===== src/psq_regs.svh =====
// offsets, field positions, reset values and vectors of the sequencer
//
// Operation
// - counter advances unless a load occurs
// - program counter is 12-bit binary counter
// - reset clears program counter to zero
// - words 0000H-0005H hold reset and vectors
// - direct call reaches page 0 only
// - branch, indirect call, table reach everything
// - indirect ops load counter from address register
// - returns load counter from stack top
// - interrupt acknowledge loads fixed vector address
// - 3-bit pointer, five address, three status slots
// - call and table read push return address
// - interrupt saves address, status; clears status
// - 7-bit address: 3 row, 4 column
// - register pointer spans 7DH and 7EH upper
// - high pointer part bank, low part row
// - status word in 7EH bit0 and 7FH
`ifndef PSQ_REGS_SVH
`define PSQ_REGS_SVH

// -----------------------------------------------------------------
// widths
// -----------------------------------------------------------------
`define PSQ_PC_W 12
`define PSQ_PAGE_W 11
`define PSQ_RSLOT_N 5
`define PSQ_ISR_N 3
`define PSQ_SP_W 3
`define PSQ_PSW_W 5
`define PSQ_DM_AW 7
`define PSQ_ROW_W 3
`define PSQ_COL_W 4
`define PSQ_NIB_W 4
`define PSQ_GPP_W 7
`define PSQ_GR_AW 11

// -----------------------------------------------------------------
// system register nibble offsets and fields
// -----------------------------------------------------------------
`define PSQ_OFF_GPP_BANK 7'h7d
`define PSQ_OFF_GPP_ROW 7'h7e
`define PSQ_OFF_PSW_LO 7'h7f
`define PSQ_BCD_BIT 0

// -----------------------------------------------------------------
// reset values and vectors
// -----------------------------------------------------------------
`define PSQ_PC_RST 12'h000
`define PSQ_SP_RST 3'h0
`define PSQ_ISP_RST 2'h0
`define PSQ_GPP_RST 7'h00
`define PSQ_PSW_RST 5'h00
`define PSQ_VEC_0 12'h005
`define PSQ_VEC_1 12'h004
`define PSQ_VEC_2 12'h003
`define PSQ_VEC_3 12'h002
`define PSQ_VEC_4 12'h001

`endif


===== src/psq_pkg.sv =====
// types shared by the program sequencer files
package psq_pkg;

    // -------------------------------------------------------------
    // sequencing operations, one-hot
    // -------------------------------------------------------------
    typedef enum logic [9:0] {
        PSQ_OP_NEXT     = 10'h001,
        PSQ_OP_JUMP     = 10'h002,
        PSQ_OP_CALL     = 10'h004,
        PSQ_OP_JUMP_IND = 10'h008,
        PSQ_OP_CALL_IND = 10'h010,
        PSQ_OP_TABLE    = 10'h020,
        PSQ_OP_RET      = 10'h040,
        PSQ_OP_RET_SKIP = 10'h080,
        PSQ_OP_RET_IRQ  = 10'h100,
        PSQ_OP_IRQ_ACK  = 10'h200
    } psq_op_e;

    // -------------------------------------------------------------
    // carriers
    // -------------------------------------------------------------
    typedef struct packed {
        psq_op_e op;
        logic [11:0] target;
        logic [2:0] irq_src;
    } psq_step_s;

    typedef struct packed {
        logic wr;
        logic rd;
        logic [6:0] addr;
        logic [3:0] wdata;
    } psq_sys_s;

endpackage


===== src/psq_dm_split.sv =====
// data memory address split and general register address forming
`timescale 1ns/100ps
`include "psq_regs.svh"
module psq_dm_split (
    // operand address and pointer
    input wire logic [`PSQ_DM_AW-1:0] dm_addr,
    input wire logic [`PSQ_GPP_W-1:0] gp_pointer,
    // split results
    output logic [`PSQ_ROW_W-1:0] dm_row,
    output logic [`PSQ_COL_W-1:0] dm_col,
    output logic [`PSQ_GR_AW-1:0] gr_addr
);
    // upper bits are the row, lower the column
    assign dm_row = dm_addr[6:4];
    assign dm_col = dm_addr[3:0];
    // bank from the high pointer part, row from the low part
    assign gr_addr = {gp_pointer[6:3], gp_pointer[2:0], dm_addr[3:0]};
endmodule


===== src/psq_sequencer.sv =====
// program counter, stacks and pointer registers of the 4-bit core
`timescale 1ns/100ps
`include "psq_regs.svh"
module psq_sequencer
    import psq_pkg::*;
(
    // clock and reset
    input wire logic sys_clk,
    input wire logic srst,
    // instruction step from decode
    input wire logic step_valid,
    input wire psq_step_s step,
    input wire logic [`PSQ_PC_W-1:0] indirect_target_reg,
    // system register nibble access
    input wire psq_sys_s sys,
    output logic [`PSQ_NIB_W-1:0] sys_rdata,
    // data memory addressing
    input wire logic [`PSQ_DM_AW-1:0] dm_addr,
    output logic [`PSQ_ROW_W-1:0] dm_row,
    output logic [`PSQ_COL_W-1:0] dm_col,
    output logic [`PSQ_GR_AW-1:0] gr_addr,
    // sequencer state
    output logic [`PSQ_PC_W-1:0] prog_counter,
    output logic [`PSQ_SP_W-1:0] stack_index,
    output logic [`PSQ_PSW_W-1:0] status_word,
    output logic [`PSQ_GPP_W-1:0] gp_pointer,
    output logic table_fetch,
    output logic stack_fault
);

    // -------------------------------------------------------------
    // state
    // -------------------------------------------------------------
    logic [`PSQ_PC_W-1:0] pc_q, pc_d;
    logic [`PSQ_SP_W-1:0] sp_q, sp_d;
    logic [1:0] isp_q, isp_d;
    logic [`PSQ_PSW_W-1:0] psw_q, psw_d;
    logic [`PSQ_GPP_W-1:0] gpp_q, gpp_d;
    logic [`PSQ_NIB_W-1:0] rdata_q, rdata_d;
    logic tbl_q, tbl_d;
    logic fault_q, fault_d;

    logic push;
    logic ipush;
    logic [`PSQ_PC_W-1:0] push_data;
    logic rs_full, rs_empty, isr_full, isr_empty;
    logic [`PSQ_SP_W-1:0] sp_m1;
    logic [1:0] isp_m1;
    logic [`PSQ_PC_W-1:0] rs_rd [`PSQ_RSLOT_N];
    logic [`PSQ_PSW_W-1:0] isr_rd [`PSQ_ISR_N];
    logic [`PSQ_PC_W-1:0] rs_top;
    logic [`PSQ_PSW_W-1:0] isr_top;

    // vector table sits inside the reserved low words
    function automatic logic [`PSQ_PC_W-1:0] vec_of(
        input logic [2:0] src
    );
        logic [`PSQ_PC_W-1:0] v;
        v = `PSQ_VEC_0;
        case (src)
            3'h1: v = `PSQ_VEC_1;
            3'h2: v = `PSQ_VEC_2;
            3'h3: v = `PSQ_VEC_3;
            3'h4: v = `PSQ_VEC_4;
            default: v = `PSQ_VEC_0;
        endcase
        return v;
    endfunction

    // -------------------------------------------------------------
    // stack slots
    // -------------------------------------------------------------
    // five address slots and three status slots
    for (genvar i = 0; i < `PSQ_RSLOT_N; i++) begin : g_rs
        psq_slot #(.W(`PSQ_PC_W)) u_slot (
            .sys_clk(sys_clk),
            .srst(srst),
            .wr_en(push && (sp_q == 3'(i))),
            .wr_data(push_data),
            .rd_data(rs_rd[i])
        );
    end

    for (genvar j = 0; j < `PSQ_ISR_N; j++) begin : g_isr
        psq_slot #(.W(`PSQ_PSW_W)) u_slot (
            .sys_clk(sys_clk),
            .srst(srst),
            .wr_en(ipush && (isp_q == 2'(j))),
            .wr_data(psw_q),
            .rd_data(isr_rd[j])
        );
    end

    assign sp_m1 = sp_q - 3'h1;
    assign isp_m1 = isp_q - 2'h1;
    assign rs_full = (sp_q == 3'(`PSQ_RSLOT_N));
    assign rs_empty = (sp_q == 3'h0);
    assign isr_full = (isp_q == 2'(`PSQ_ISR_N));
    assign isr_empty = (isp_q == 2'h0);
    // pointer never leaves 0..5, so the index stays in range
    assign rs_top = rs_empty ? '0 : rs_rd[sp_m1];
    assign isr_top = isr_empty ? '0 : isr_rd[isp_m1];

    // -------------------------------------------------------------
    // next state
    // -------------------------------------------------------------
    always_comb begin
        pc_d = pc_q;
        sp_d = sp_q;
        isp_d = isp_q;
        psw_d = psw_q;
        gpp_d = gpp_q;
        push = 1'b0;
        ipush = 1'b0;
        push_data = pc_q + 12'h001;
        tbl_d = 1'b0;
        fault_d = 1'b0;
        // software writes first, so that acknowledge and return win
        if (sys.wr) begin
            if (sys.addr == `PSQ_OFF_GPP_BANK) begin
                gpp_d[6:3] = sys.wdata;
            end else if (sys.addr == `PSQ_OFF_GPP_ROW) begin
                gpp_d[2:0] = sys.wdata[3:1];
                psw_d[4] = sys.wdata[`PSQ_BCD_BIT];
            end else if (sys.addr == `PSQ_OFF_PSW_LO) begin
                psw_d[3:0] = sys.wdata;
            end
        end
        if (step_valid) begin
            unique case (step.op)
                PSQ_OP_NEXT: begin
                    pc_d = pc_q + 12'h001;
                end
                PSQ_OP_JUMP: begin
                    pc_d = step.target;
                end
                PSQ_OP_CALL: begin
                    if (rs_full) begin
                        fault_d = 1'b1;
                    end else begin
                        push = 1'b1;
                        sp_d = sp_q + 3'h1;
                        pc_d = {1'b0, step.target[10:0]};
                    end
                end
                PSQ_OP_JUMP_IND: begin
                    pc_d = indirect_target_reg;
                end
                PSQ_OP_CALL_IND, PSQ_OP_TABLE: begin
                    if (rs_full) begin
                        fault_d = 1'b1;
                    end else begin
                        push = 1'b1;
                        sp_d = sp_q + 3'h1;
                        pc_d = indirect_target_reg;
                        tbl_d = (step.op == PSQ_OP_TABLE);
                    end
                end
                PSQ_OP_RET, PSQ_OP_RET_SKIP: begin
                    if (rs_empty) begin
                        fault_d = 1'b1;
                    end else begin
                        sp_d = sp_m1;
                        pc_d = rs_top;
                        if (step.op == PSQ_OP_RET_SKIP) begin
                            pc_d = rs_top + 12'h001;
                        end
                    end
                end
                PSQ_OP_RET_IRQ: begin
                    if (rs_empty || isr_empty) begin
                        fault_d = 1'b1;
                    end else begin
                        sp_d = sp_m1;
                        isp_d = isp_m1;
                        pc_d = rs_top;
                        psw_d = isr_top;
                    end
                end
                PSQ_OP_IRQ_ACK: begin
                    if (rs_full || isr_full) begin
                        fault_d = 1'b1;
                    end else begin
                        // the acknowledged slot replaces the step at pc
                        push = 1'b1;
                        push_data = pc_q;
                        ipush = 1'b1;
                        sp_d = sp_q + 3'h1;
                        isp_d = isp_q + 2'h1;
                        psw_d = `PSQ_PSW_RST;
                        pc_d = vec_of(step.irq_src);
                    end
                end
                default: begin
                    fault_d = 1'b1;
                end
            endcase
        end
    end

    // nibble readback; unmapped offsets read zero
    always_comb begin
        rdata_d = rdata_q;
        if (sys.rd) begin
            case (sys.addr)
                `PSQ_OFF_GPP_BANK: rdata_d = gpp_q[6:3];
                `PSQ_OFF_GPP_ROW: rdata_d = {gpp_q[2:0], psw_q[4]};
                `PSQ_OFF_PSW_LO: rdata_d = psw_q[3:0];
                default: rdata_d = 4'h0;
            endcase
        end
    end

    // -------------------------------------------------------------
    // registers
    // -------------------------------------------------------------
    always_ff @(posedge sys_clk) begin
        if (srst) begin
            pc_q <= `PSQ_PC_RST;
            sp_q <= `PSQ_SP_RST;
            isp_q <= `PSQ_ISP_RST;
            psw_q <= `PSQ_PSW_RST;
            gpp_q <= `PSQ_GPP_RST;
            rdata_q <= 4'h0;
            tbl_q <= 1'b0;
            fault_q <= 1'b0;
        end else begin
            pc_q <= pc_d;
            sp_q <= sp_d;
            isp_q <= isp_d;
            psw_q <= psw_d;
            gpp_q <= gpp_d;
            rdata_q <= rdata_d;
            tbl_q <= tbl_d;
            fault_q <= fault_d;
        end
    end

    assign prog_counter = pc_q;
    assign stack_index = sp_q;
    assign status_word = psw_q;
    assign gp_pointer = gpp_q;
    assign sys_rdata = rdata_q;
    assign table_fetch = tbl_q;
    assign stack_fault = fault_q;

    psq_dm_split u_split (
        .dm_addr(dm_addr),
        .gp_pointer(gpp_q),
        .dm_row(dm_row),
        .dm_col(dm_col),
        .gr_addr(gr_addr)
    );

    // -------------------------------------------------------------
    // checks
    // -------------------------------------------------------------
    chk_pc_advance: assert property (@(posedge sys_clk) disable iff (srst)
        step_valid && step.op == PSQ_OP_NEXT
        |=> prog_counter == $past(prog_counter) + 12'h001)
        else $error("counter did not advance");

    chk_pc_reset: assert property (@(posedge sys_clk)
        srst |=> prog_counter == 12'h000 && stack_index == 3'h0)
        else $error("reset did not clear counter");

    chk_call_page: assert property (@(posedge sys_clk) disable iff (srst)
        step_valid && step.op == PSQ_OP_CALL && !rs_full
        |=> prog_counter == {1'b0, $past(step.target[10:0])}
        && stack_index == $past(stack_index) + 3'h1)
        else $error("direct call left page zero");

    chk_jump_full: assert property (@(posedge sys_clk) disable iff (srst)
        step_valid && step.op == PSQ_OP_JUMP
        |=> prog_counter == $past(step.target))
        else $error("branch target wrong");

    chk_indirect_load: assert property (@(posedge sys_clk)
        disable iff (srst)
        step_valid && step.op == PSQ_OP_TABLE && !rs_full
        |=> prog_counter == $past(indirect_target_reg) && table_fetch
        ##1 !table_fetch)
        else $error("table read did not load address register");

    chk_call_return: assert property (@(posedge sys_clk)
        disable iff (srst)
        step_valid && step.op == PSQ_OP_CALL_IND && !rs_full
        ##1 step_valid && step.op == PSQ_OP_RET
        |=> prog_counter == $past(prog_counter, 2) + 12'h001
        && stack_index == $past(stack_index, 2))
        else $error("return did not pop the pushed address");

    chk_irq_vector: assert property (@(posedge sys_clk) disable iff (srst)
        step_valid && step.op == PSQ_OP_IRQ_ACK && !rs_full && !isr_full
        |=> prog_counter <= 12'h005 && prog_counter != 12'h000
        && status_word == 5'h00)
        else $error("interrupt vector or status clear wrong");

    chk_irq_restore: assert property (@(posedge sys_clk)
        disable iff (srst)
        step_valid && step.op == PSQ_OP_IRQ_ACK && !rs_full && !isr_full
        ##1 step_valid && step.op == PSQ_OP_RET_IRQ
        |=> status_word == $past(status_word, 2)
        && prog_counter == $past(prog_counter, 2))
        else $error("interrupt return did not restore state");

    chk_stack_range: assert property (@(posedge sys_clk)
        disable iff (srst)
        stack_index <= 3'h5 && isp_q <= 2'h3)
        else $error("stack pointer out of range");

    chk_rp_write: assert property (@(posedge sys_clk) disable iff (srst)
        sys.wr && sys.addr == 7'h7e
        |=> gp_pointer[2:0] == $past(sys.wdata[3:1]))
        else $error("register pointer row not written");

endmodule


===== src/psq_slot.sv =====
// one stack slot: a loadable register
`timescale 1ns/100ps
module psq_slot #(
    parameter int W = 12
) (
    // clock and reset
    input wire logic sys_clk,
    input wire logic srst,
    // load side
    input wire logic wr_en,
    input wire logic [W-1:0] wr_data,
    // read side
    output logic [W-1:0] rd_data
);
    logic [W-1:0] val_q;
    logic [W-1:0] val_d;

    always_comb begin
        val_d = val_q;
        if (wr_en) begin
            val_d = wr_data;
        end
    end

    always_ff @(posedge sys_clk) begin
        if (srst) begin
            val_q <= '0;
        end else begin
            val_q <= val_d;
        end
    end

    assign rd_data = val_q;
endmodule

===== config.mk =====
export PLATFORM = sky130hd
export DESIGN_NAME = psq_sequencer
export DESIGN_NICKNAME = d
export VERILOG_FILES = /design/src/psq_pkg.sv /design/src/psq_dm_split.sv /design/src/psq_sequencer.sv /design/src/psq_slot.sv
export VERILOG_INCLUDE_DIRS = /design/src
export SDC_FILE = /design/constraint.sdc
export NUM_CORES = 1
export LEC_CHECK = 0
export ABC_AREA = 0
export BUFFER_PORTS_ARGS = -buffer_cell sky130_fd_sc_hd__buf_2
export CAP_MARGIN = 5
export CORE_UTILIZATION = 46
export CTS_BUF_LIST = sky130_fd_sc_hd__clkbuf_2
export DETAILED_ROUTE_END_ITERATION = 12
export GPL_ROUTABILITY_DRIVEN = 0
export PLACE_DENSITY = 0.65
export SYNTH_ARGS = -nofsm -noshare
export SYNTH_HDL_FRONTEND = slang
export SYNTH_HIERARCHICAL = 1
export SYNTH_SLANG_ARGS = --single-unit

===== constraint.sdc =====
create_clock -name sys_clk -period 8.77 [get_ports sys_clk]
set_input_delay 2.1925 -clock sys_clk [delete_from_list [all_inputs] [get_ports sys_clk]]
set_output_delay 2.1925 -clock sys_clk [all_outputs]
set_load 0.1 [all_outputs]

# [Yosys cells after proc, flatten, opt, wreduce, memory -nomap -nowiden]
# Index checks and enable logic that the tools add are counted.
[word_totals] rom_bits=0 out_inout_bits=51 memories=0 input_bits=60 register_bits=110 latchBits=0 mem_bits_rw=0 wordCells=135
[classes] addsub=6 magnitude_cmp=2 mux=48 n_bitwise=5 n_div=0 n_eq_ne=31 reduce_logical=26 mul=0 shifts=0
[op_table] operator="two-way mux 12 bit" count=12
[op_table] operator="case mux 12 bit (8 select lines)" count=1
[op_table] operator="two-way mux 5 bit" count=8
[op_table] operator="binary-select mux 12 bit (select 3 bit)" count=1
[op_table] operator="adder 12 x 1 -> 12 bit (second input constant)" count=2
[op_table] operator="case mux 3 bit (4 select lines)" count=2
[op_table] operator="== test 7 bit (second input constant)" count=3
[op_table] operator="== test 3 x 2 -> 1 bit (second input constant)" count=4
[op_table] operator="two-way mux 3 bit" count=4
[op_table] operator="inequality test 2 bit (second input constant)" count=6
[op_table] operator="case mux 4 bit (3 select lines)" count=1
[op_table] operator="binary-select mux 5 bit (select 2 bit)" count=1
[op_table] operator="== test 10 x 1 -> 1 bit (second input constant)" count=1
[op_table] operator="== test 10 bit (second input constant)" count=1
[op_table] operator="== test 10 x 2 -> 1 bit (second input constant)" count=1
[op_table] operator="== test 10 x 3 -> 1 bit (second input constant)" count=1
[op_table] operator="== test 10 x 4 -> 1 bit (second input constant)" count=1
[op_table] operator="== test 10 x 5 -> 1 bit (second input constant)" count=1
[op_table] operator="== test 10 x 6 -> 1 bit (second input constant)" count=1
[op_table] operator="== test 10 x 7 -> 1 bit (second input constant)" count=1
[op_table] operator="== test 10 x 8 -> 1 bit (second input constant)" count=1
[op_table] operator="== test 10 x 9 -> 1 bit (second input constant)" count=1
[op_table] operator="two-way mux 1 bit" count=10
[op_table] operator="case mux 5 bit (2 select lines)" count=1
[op_table] operator="33 further kinds" count=52

# [Depth between registers and ports, before layout]
# Gate-level depths: netlist of the first run.
[logic_depth] depth_word=10 depth_mapped=15 ltp_nobuf=12

# [Modules after synthesis]
# Netlist of the first run, hierarchy kept.
[modules_own_cells] module="psq_sequencer" area_per_inst_um2=3669.8 seq_area_each_um2=700.7 instances=1 cells_per_inst=475
[modules_own_cells] module="psq_slot (g_rs[0].u_slot ...)" area_per_inst_um2=420.4 seq_area_each_um2=240.2 instances=5 cells_per_inst=38
[modules_own_cells] module="psq_slot (g_isr[0].u_slot ...)" area_per_inst_um2=180.2 seq_area_each_um2=100.1 instances=3 cells_per_inst=16
[modules_own_cells] module="psq_dm_split" area_per_inst_um2=135.1 seq_area_each_um2=0.0 instances=1 cells_per_inst=18

# [Least setup slack after synthesis of the first run]
# OpenSTA, ideal clock, no wires.
[synth_timing] path_type="in2out" from="input dm_addr[0]" to="output dm_col[0]" setup_slack_ns=4.122 arrival_ns=2.456 path_buffers=1 t_required_ns=6.577 stages=1 path_cell_list="buf_4"
[synth_rtl] item="start, declared" line_no="psq_sequencer.sv:18" text="input wire logic [`PSQ_DM_AW-1:0] dm_addr,"
[synth_rtl] item="end, declared" line_no="psq_sequencer.sv:20" text="output logic [`PSQ_COL_W-1:0] dm_col,"
# No word-level cell between the ends.

# [Final worst setup path of the first run]
[layout_timing] from="input step[15] (netlist name)" to="register g_rs[0].u_slot.val_q[9]"
[layout_via] elab_chain_cells=5 elab_cells_between_ends=10 cone_classes="eq/ne: 4; mux: 4; reduce/logical: 2"
[layout_rtl] item="start, declared" line_no="psq_sequencer.sv:12" text="input wire psq_step_s step,"
[layout_rtl] item="== test 10 x 6 -> 1 bit, or another cell as far along" line_no="psq_sequencer.sv:130" text="unique case (step.op)"
[layout_rtl] item="OR reduction 3 bit (no line)"
[layout_rtl] item="case mux 1 bit (2 select lines)" line_no="psq_sequencer.sv:130"
[layout_rtl] item="two-way mux 1 bit" line_no="psq_sequencer.sv:129" text="if (step_valid) begin"
[layout_rtl] item="logical AND 1 bit" line_no="psq_sequencer.sv:78" text=".wr_en(push && (sp_q == 3'(i))),"
[layout_rtl] item="end signal, assigned" line_no="psq_slot.sv:29" text="val_q <= val_d;"
[layout_rtl] item="end, declared" line_no="psq_slot.sv:15" text="logic [W-1:0] val_q;"
# Several ways; a longest one is shown, not always the timed one.
# A chain may end at the register's enable or synchronous reset.

==> flow_summary.toml, run 1 <==
[synth]
netlist_area_mm2 = 0.00645
synth_cell_type_count = 71
synth.largest_area_cell = "dfxtp_1"
syn_nets = 803
ys_warn_count = 6
avgSynthCellArea_um2 = 8.82
yosysSeqAreaShare = 0.342
synth_top_area_frac = 0.342
synth_seq_cells = 110
ys.flop_type = "dfxtp_1"
async_flop_share = 0
synth_edf_count = 0
netlist_instances = 731
synthTopCellsByArea = "dfxtp_1 (34%), mux2i_1 (15%), nor2_1 (7.5%)"

[clocking]
cts_setup_buffers = 0
htreeDepth = 3
cts_buffers = 9
cts_resized = 0
clk_pin_slew_ps = 320
cts_tree = "yes"
clockRootBuffer = "clkbuf_2"
clock-sinks = 110
clock_path_buffers = 2
insertion_delay_ps = 670
ctsHoldBuffers = 0

[floorplan]
rows = 42
io_pins = 111
core_area_mm2 = 0.0135
start_util = 0.479
dieArea_mm2 = 0.0145
fp.dieW_um = 120
die_y_um = 120

[setup_path]
crit_chain = "buf_2 > nor4_4 > nand4_1 > nor3_2 > a31oi_1 > nor2_2 > mux2i_1 > nor2_1"
crit_fanout = 12
crit_path_start_kind = "input pin"
r2r_end = "prog_counter[10]"
reg2reg_slack_ps = 4440
critPathSlowestCell = "nor2_2"
max_stage_delay_ps = 720
crit_path_end_kind = "flip-flop"
worst-setup-path-type = "in2reg"
cp_data_required_time_ps = 9310
crit_family = "simple AND/OR/NAND/NOR gates"
reg2reg_depth = 13
reg2reg_from = "stack_index[0]"
crit_buf_inv = 1
cp_data_arrival_time_ps = 5170

[global_route]
grt_max_degree = 95
antenna_found_initial = 0
grt_pass1_wl_mm = 27.5
grt_pass1_vias = 5286
grt_overflow = 0
grt_usage = 0.240

[finish]
diodes = 0
fin_nets = 861
layout_common_cells = "nor2_1 (127), dfxtp_1 (110), mux2i_1 (97)"
area_growth_syn_to_layout_pct = 8.05
drive_above_1_share = 0.205
fillers = 1280
final_common_cell = "nor2_1"
design_area_mm2 = 0.00697

[run]
drv_cap = 0

[detailed_routing]
antenna_left = 0
vias = 5739
routedWlPerCell_um = 17.8
viasPerCell = 5.92
initialDrtViolationCount = 494
postRouteWirelength_mm = 17.2
drc = 0
firstDrtPassIters = 5

[power]
power.density_mw_per_mm2 = 113
p_leak_nw = 2.51
vdd_drop_max_v = 0.0000887

[sta]
slew-limit-headroom = 0.353
finalSetupTns_ps = 0
fmax_mhz = 216
hold_viol_final = 0
rsz0062_at_grt = "no"
finalClockSkew_ps = 90.8
worst_pin_slew_ps = 971
finalSetupViolCount = 0
drv_slew = 0
finalCriticalPeriod_ps = 4630
finalCritPeriodShare = 0.527

[worst_hold_path]
whs_endpoint = "g_rs[2].u_slot/rd_data[7]"
hold_start = "g_rs[2].u_slot/rd_data[7]"
holdPathStages = 2
hold_class = "reg2reg"

[status]
status = "completed"

[place]
hpwl_mm = 12.6
port_buffers = 92
placed_area_mm2 = 0.00685
-- power by group --
group / switching [W] / total, W / internal (W)
registers: 0.000000575 / 0.000504 / 0.000503
logic: 0.0000326 / 0.0000485 / 0.0000159
clock network: 0.000190 / 0.000238 / 0.0000475
total: 0.000223 / 0.000790 / 0.000567
-- per-stage QoR --
stage	power (W)	std cells	worst slack, ps	utilization	hold slack [ps]
floorplan	0.000560	731	4120	-	452
global placement	0.000558	954	3660	0.509	465
detailed placement	0.000560	954	3440	0.509	476
CTS	0.000798	970	4210	0.518	527
global route	0.000826	970	3940	0.518	539
finish	0.000790	970	4140	0.518	530
-- Yosys cell counts (all sizes together) (7+ instances only) --
cell type  count
o21ai         20
mux2i         97
a21oi         29
mux4           8
clkbuf        17
ha            12
nor4           7
nor2         128
nand2         49
mux2          12
inv           16
xnor2         19
a22o           8
nor3          19
and2           8
nand3         24
nand4          9
nor2b         10
xor2           7
dfxtp        110
buf           38
-- state kept, by name (all words and copies together) (netlist names), 2 cells and up --
signal,flops
g_isr.u_slot/rd_data,15
g_rs.u_slot/rd_data,60
gp_pointer,7
isp_q,2
prog_counter,12
stack_index,3
status_word,5
sys_rdata,4
-- cells by family (layout without fill, tap and decap cells) --
logic type	count (synthesis)	in the layout	share of synthesized area
flops	110	110	0.342
buf+inv	71	134	0.0671
fa+ha+maj	12	12	0.0233
mux	117	117	0.199
compound gates	116	116	0.128
simple gates	279	279	0.203
xor+xnor	26	26	0.0376
-- how the worst max path moves through the flow --
stage / end / slack [ps] / startpoint / depth (start not counted)
finish: g_rs[0].u_slot/rd_data[9] / 4140 / step[15] / 8
global route: g_rs[0].u_slot/rd_data[8] / 3940 / step[15] / 8
CTS: g_rs[0].u_slot/rd_data[9] / 4210 / step[15] / 8
detailed placement: g_rs[0].u_slot/rd_data[9] / 3440 / step[15] / 8
global placement: g_rs[0].u_slot/rd_data[11] / 3660 / step[15] / 8
floorplan: dm_col[0] / 4120 / dm_addr[0] / 1
-- worst reg2reg max path: stages (launching register included) --
cell	delay (ps)
dfxtp_1	370
buf_4	340
inv_1	210
ha_1	310
xnor2_2	570
mux2_2	450
a211oi_1	440
ha_1	270
nand4_1	190
a31oi_1	330
nand4_1	160
or3_1	350
a21oi_1	260
o211a_1	170
-- routing by layer --
| metal | share of wire | track usage | vias to the layer above | wire, um |
|---|---|---|---|---|
| li1 | - | - | 2707 | - |
| met3 | 0.071 | 0.0443 | 18 | 1230 |
| met5 | 0 | 0 | - | 0 |
| met2 | 0.46 | 0.381 | 245 | 7850 |
| met1 | 0.46 | 0.333 | 2769 | 7990 |
| met4 | 0.010 | 0.0687 | 0 | 181 |
-- area by class of cell --
type,count,area [um^2],share of cell area
Clock buffer,10,50.0,0.00718
Clock inverter,6,67.6,0.00970
Inverter,16,60.1,0.00862
Multi-Input combinational cell,550,3830,0.550
Sequential cell,110,2200,0.316
Tap cell,176,220,0.0316
Timing Repair Buffer,102,536,0.0769
(Power assumes the default switching activity.)
==> run 2, diff against run 1 <==
clock period = 4.4 ns   (was 8.77 ns; I/O delays follow)
==> run 2 against run 1 <==
  * Count of clock-buffer cells in the layout stayed put
  * Worst setup slack worse by 3200 ps
  * Wire length is 1.2% lower
  * First-iteration DRC count is 6.3% higher
  * Clock skew is 23 ps lower
  * Sequential share of layout area is 0.085 points lower
  * Highest routed layer unchanged
==> flow_summary.toml, run 2 (same netlist as run 1, synthesis figures left out) <==
[floorplan]
start_util = 0.479
core_area_mm2 = 0.0135
fp.dieW_um = 120
rows = 42
die_y_um = 120
io_pins = 111
dieArea_mm2 = 0.0145

[finish]
fin_nets = 865
largest_reg_flops = 60
diodes = 0
area_growth_syn_to_layout_pct = 8.34
drive_above_1_share = 0.208
fillers = 1309
layout_common_cells = "nor2_1 (128), dfxtp_1 (110), mux2i_1 (97)"
final_common_cell = "nor2_1"
final_cells = 974
multi_input_area_mm2 = 0.00383
seqCellArea_mm2 = 0.00220

[sta]
finalCritPeriodShare = 0.778
slew-limit-headroom = 0.261
drv_slew = 0
hold_viol_final = 0
finalSetupViolCount = 0
rsz0062_at_grt = "no"
finalCriticalPeriod_ps = 3420
fmax_mhz = 292
finalSetupTns_ps = 0
finalClockSkew_ps = 67.6
worst_pin_slew_ps = 1110

[detailed_routing]
postRouteWirelength_mm = 17.0
initialDrtViolationCount = 525
vias = 5640
viasPerCell = 5.79
routedWlPerCell_um = 17.5
drc = 0
firstDrtPassIters = 7
antenna_left = 0

[run]
drv_cap = 0

[global_route]
antenna_found_initial = 0
grt_pass1_wl_mm = 27.0
grt_overflow = 0
grt_usage = 0.236
grt_max_degree = 106
grt_pass1_vias = 5150

[power]
vdd_drop_max_v = 0.000178
p_int_w = 0.00113
power.density_mw_per_mm2 = 225
p_sw_frac = 0.281
p_leak_nw = 2.53
pwr-share-comb = 0.062
clkPwrFrac = 0.299
switchingPower_w = 0.000441
pwr-share-seq = 0.639

[clocking]
cts_setup_buffers = 0
htreeDepth = 3
insertion_delay_ps = 660
clockRootBuffer = "clkbuf_2"
cts_buffers = 9
ctsHoldBuffers = 0
clock-sinks = 110
cts_tree = "yes"
clk_pin_slew_ps = 350
clock_path_buffers = 2
cts_resized = 0

[status]
status = "completed"

[setup_path]
cp_data_arrival_time_ps = 4030
worst-setup-path-type = "reg2reg"
cp_data_required_time_ps = 5010
crit_path_start_kind = "flip-flop"
crit_fanout = 13
max_stage_delay_ps = 410
critPathSlowestCell = "a211oi_1"
crit_chain = "inv_1 > ha_1 > xnor2_2 > buf_4 > mux2_2 > a211oi_1 > ha_1 > inv_1 > or3b_1 > nor4b_1 > mux2_2 > a21oi_1"
crit_path_end_kind = "flip-flop"

[place]
dpl.cell_count = 958
port_buffers = 92
hpwl_mm = 12.4

[worst_hold_path]
hold_class = "reg2reg"
==> run 2: cell types whose count changed in the layout (fill, tap and decap cells not counted) <==
cell,change
buf_4,+4
nor2_2,-1
inv_8,+1
clkinv_2,-1
clkinv_8,-2
inv_6,+2
nor2_1,+1
==> run 2: area by class of cell <==
type                       instances  area share
clock buffer                      10     0.00716
multi-input combinational        550       0.548
sequential                       110       0.315
clock inverter                     6     0.00842
inverter                          16     0.00860
timing repair buffer             106      0.0810
tap                              176      0.0315
==> run 2: path summary, 6_finish.rpt <==
check                                           startpoint                          to  slack, ps  cells after the start
worst max-delay path                        stack_index[0]             prog_counter[8]        980                     12
worst min-delay path            g_rs[3].u_slot/rd_data[10]  g_rs[3].u_slot/rd_data[10]        530                      2
worst max register to register              stack_index[0]             prog_counter[8]        980                     12
worst min register to register  g_rs[3].u_slot/rd_data[10]  g_rs[3].u_slot/rd_data[10]        530                      2
==> run 2: worst max-delay path: cells and delay by family, from the launching register on <==
kind | cells | cell delay [ps]
AOI/OAI and AO/OA | 2 | 550
xor gates and xnor gates | 1 | 140
adders and majority gates | 2 | 550
buffers and inverters | 3 | 430
DFF | 1 | 380
muxes | 2 | 750
and+or+nand+nor | 2 | 650
==> run 2: power by group through the flow <==
stage,sequential [W],clock (W),combinational (W)
3_3_place_gp,0.00102,0,0.0000940
6_report,0.00100,0.000469,0.0000976
3_5_place_dp,0.00102,0,0.0000965
5_1_grt,0.00101,0.000529,0.000106
2_1_floorplan,0.00103,0,0.0000890
4_1_cts,0.00100,0.000487,0.0000968
==> run 2: through the flow <==
stage | cell area, um^2 | util | worst slack (ps) | hold slack, ps | total power, W
finish | 6990 | 0.519 | 975 | 530 | 0.00157
global route | 6990 | 0.519 | 688 | 549 | 0.00164
CTS | 6990 | 0.519 | 968 | 534 | 0.00159
detailed placement | 6880 | 0.511 | 542 | 479 | 0.00112
global placement | 6880 | 0.511 | 583 | 469 | 0.00111
floorplan | 6450 | - | 185 | 452 | 0.00112
==> run 2: layer usage <==
layer / global-route usage / routed length (um) / vias to the layer above / part of all wire
met5: 0 / 0 / - / 0
li1: - / - / 2718 / -
met2: 0.358 / 7500 / 242 / 0.44
met3: 0.0500 / 1310 / 25 / 0.077
met1: 0.338 / 7980 / 2655 / 0.47
met4: 0.0656 / 242 / 0 / 0.014
==> run 3, diff against run 2 <==
clock period = 3.4 ns   (was 4.4 ns; I/O delays follow)
==> run 3 against run 2 <==
  * Global-route usage is 0.33 points higher
  * Final cell count is 1.4% higher
  * Clock power is 31% higher
  * Critical path type unchanged
  * Largest power group unchanged
==> flow_summary.toml, run 3 (same netlist as run 1, synthesis figures left out) <==
[power]
switchingPower_w = 0.000581
pwr-share-seq = 0.636
p_leak_nw = 2.62
power.density_mw_per_mm2 = 284
p_sw_frac = 0.284
pwr-share-comb = 0.063
p_int_w = 0.00146
vdd_drop_max_v = 0.000174
clkPwrFrac = 0.300

[setup_path]
max_stage_delay_ps = 420
crit_fanout = 7
critPathSlowestCell = "dfxtp_2"
cp_data_required_time_ps = 4030
crit_path_end_kind = "flip-flop"
cp_data_arrival_time_ps = 3820
worst-setup-path-type = "reg2reg"
cpMostUsedCell = "nand4_1"
crit_chain = "inv_1 > ha_4 > xnor2_4 > mux2_4 > a211oi_4 > ha_2 > nand4_1 > a31oi_1 > nand4_1 > or3_1 > a21oi_1 > o211a_1"
crit_path_start_kind = "flip-flop"

[finish]
drive_above_1_share = 0.232
design_area_mm2 = 0.00718
diodes = 0
fillers = 1295
final_common_cell = "nor2_1"
fin_nets = 879
layout_common_cells = "nor2_1 (128), dfxtp_1 (107), mux2i_1 (97)"
seqCellArea_mm2 = 0.00221
multi_input_area_mm2 = 0.00389
largest_reg_flops = 60
area_growth_syn_to_layout_pct = 11.4

[global_route]
grt_pass1_vias = 5342
grt_max_degree = 106
grt_usage = 0.240
grt_pass1_wl_mm = 27.4
antenna_found_initial = 0
grt_overflow = 0

[sta]
finalClockSkew_ps = 78.4
slew-limit-headroom = 0.269
finalSetupViolCount = 0
finalCritPeriodShare = 0.936
worst_pin_slew_ps = 1100
drv_slew = 0
finalSetupTns_ps = 0
finalCriticalPeriod_ps = 3180
hold_viol_final = 0
rsz0062_at_grt = "no"
fmax_mhz = 314

[worst_hold_path]
hold_class = "in2reg"

[floorplan]
dieArea_mm2 = 0.0145
start_util = 0.479
fp.dieW_um = 120
core_area_mm2 = 0.0135
io_pins = 111
die_y_um = 120
rows = 42

[clocking]
ctsHoldBuffers = 0
cts_tree = "yes"
clockRootBuffer = "clkbuf_2"
htreeDepth = 3
cts_buffers = 9
clock_path_buffers = 2
cts_setup_buffers = 0
clock-sinks = 110
clk_pin_slew_ps = 340
insertion_delay_ps = 680
cts_resized = 0

[place]
placed_area_mm2 = 0.00706
hpwl_mm = 12.6
port_buffers = 92

[detailed_routing]
antenna_left = 0
drc = 0
initialDrtViolationCount = 603
vias = 5715
postRouteWirelength_mm = 17.3
viasPerCell = 5.78
routedWlPerCell_um = 17.5
firstDrtPassIters = 7

[status]
status = "completed"

[run]
drv_cap = 0
-- run 3: final cells by class --
class,count,area share
Multi-Input combinational cell,550,0.542
Sequential cell,110,0.308
Timing Repair Buffer,120,0.0951
Tap cell,176,0.0307
Clock inverter,7,0.0103
Inverter,16,0.00836
Clock buffer,9,0.00627
-- run 3: final timing paths --
| kind | slack [ps] | cells past startpoint | endpoint | from |
|---|---|---|---|---|
| max | 220 | 12 | prog_counter[10] | stack_index[1] |
| max reg2reg | 220 | 12 | prog_counter[10] | stack_index[1] |
| min | 430 | 3 | gp_pointer[2] | sys[3] |
| min reg2reg | 530 | 2 | g_isr[2].u_slot/rd_data[1] | g_isr[2].u_slot/rd_data[1] |
-- run 3: metrics by stage --
step                      hold WS [ps]  instances  power (W)   util  worst slack [ps]
after global routing               369        988    0.00213  0.534              51.3
after CTS                          388        988    0.00206  0.534               237
after detailed placement           477        972    0.00145  0.525               100
after floorplan                    452        731    0.00145      -              23.8
after global placement             464        972    0.00144  0.525               162
final                              430        988    0.00204  0.534               218
-- run 3: metal layers --
| metal | routed length [um] | part of all wire | GRT usage | vias up |
|---|---|---|---|---|
| met3 | 1120 | 0.065 | 0.0415 | 35 |
| met4 | 333 | 0.019 | 0.0787 | 0 |
| met2 | 7480 | 0.43 | 0.366 | 227 |
| met1 | 8350 | 0.48 | 0.341 | 2710 |
| met5 | 0 | 0 | 0 | - |
| li1 | - | - | - | 2743 |
-- run 3: power groups by stage --
stage	Clock (W)	Combinational, W	Sequential [W]
finish	0.000613	0.000130	0.00130
global route	0.000690	0.000139	0.00130
CTS	0.000632	0.000128	0.00130
detailed placement	0	0.000127	0.00132
global placement	0	0.000124	0.00132
floorplan	0	0.000116	0.00133
-- run 3: critical path: cells and delay by family, from the launching register on --
kind | cells | cell delay, ps
AO/OA/AOI/OAI | 4 | 930
XOR/XNOR | 1 | 260
adder cells (fa/ha/maj) | 2 | 450
buffers and inverters | 1 | 120
flip-flops | 1 | 420
multiplexers | 1 | 360
AND/OR/NAND/NOR | 3 | 640
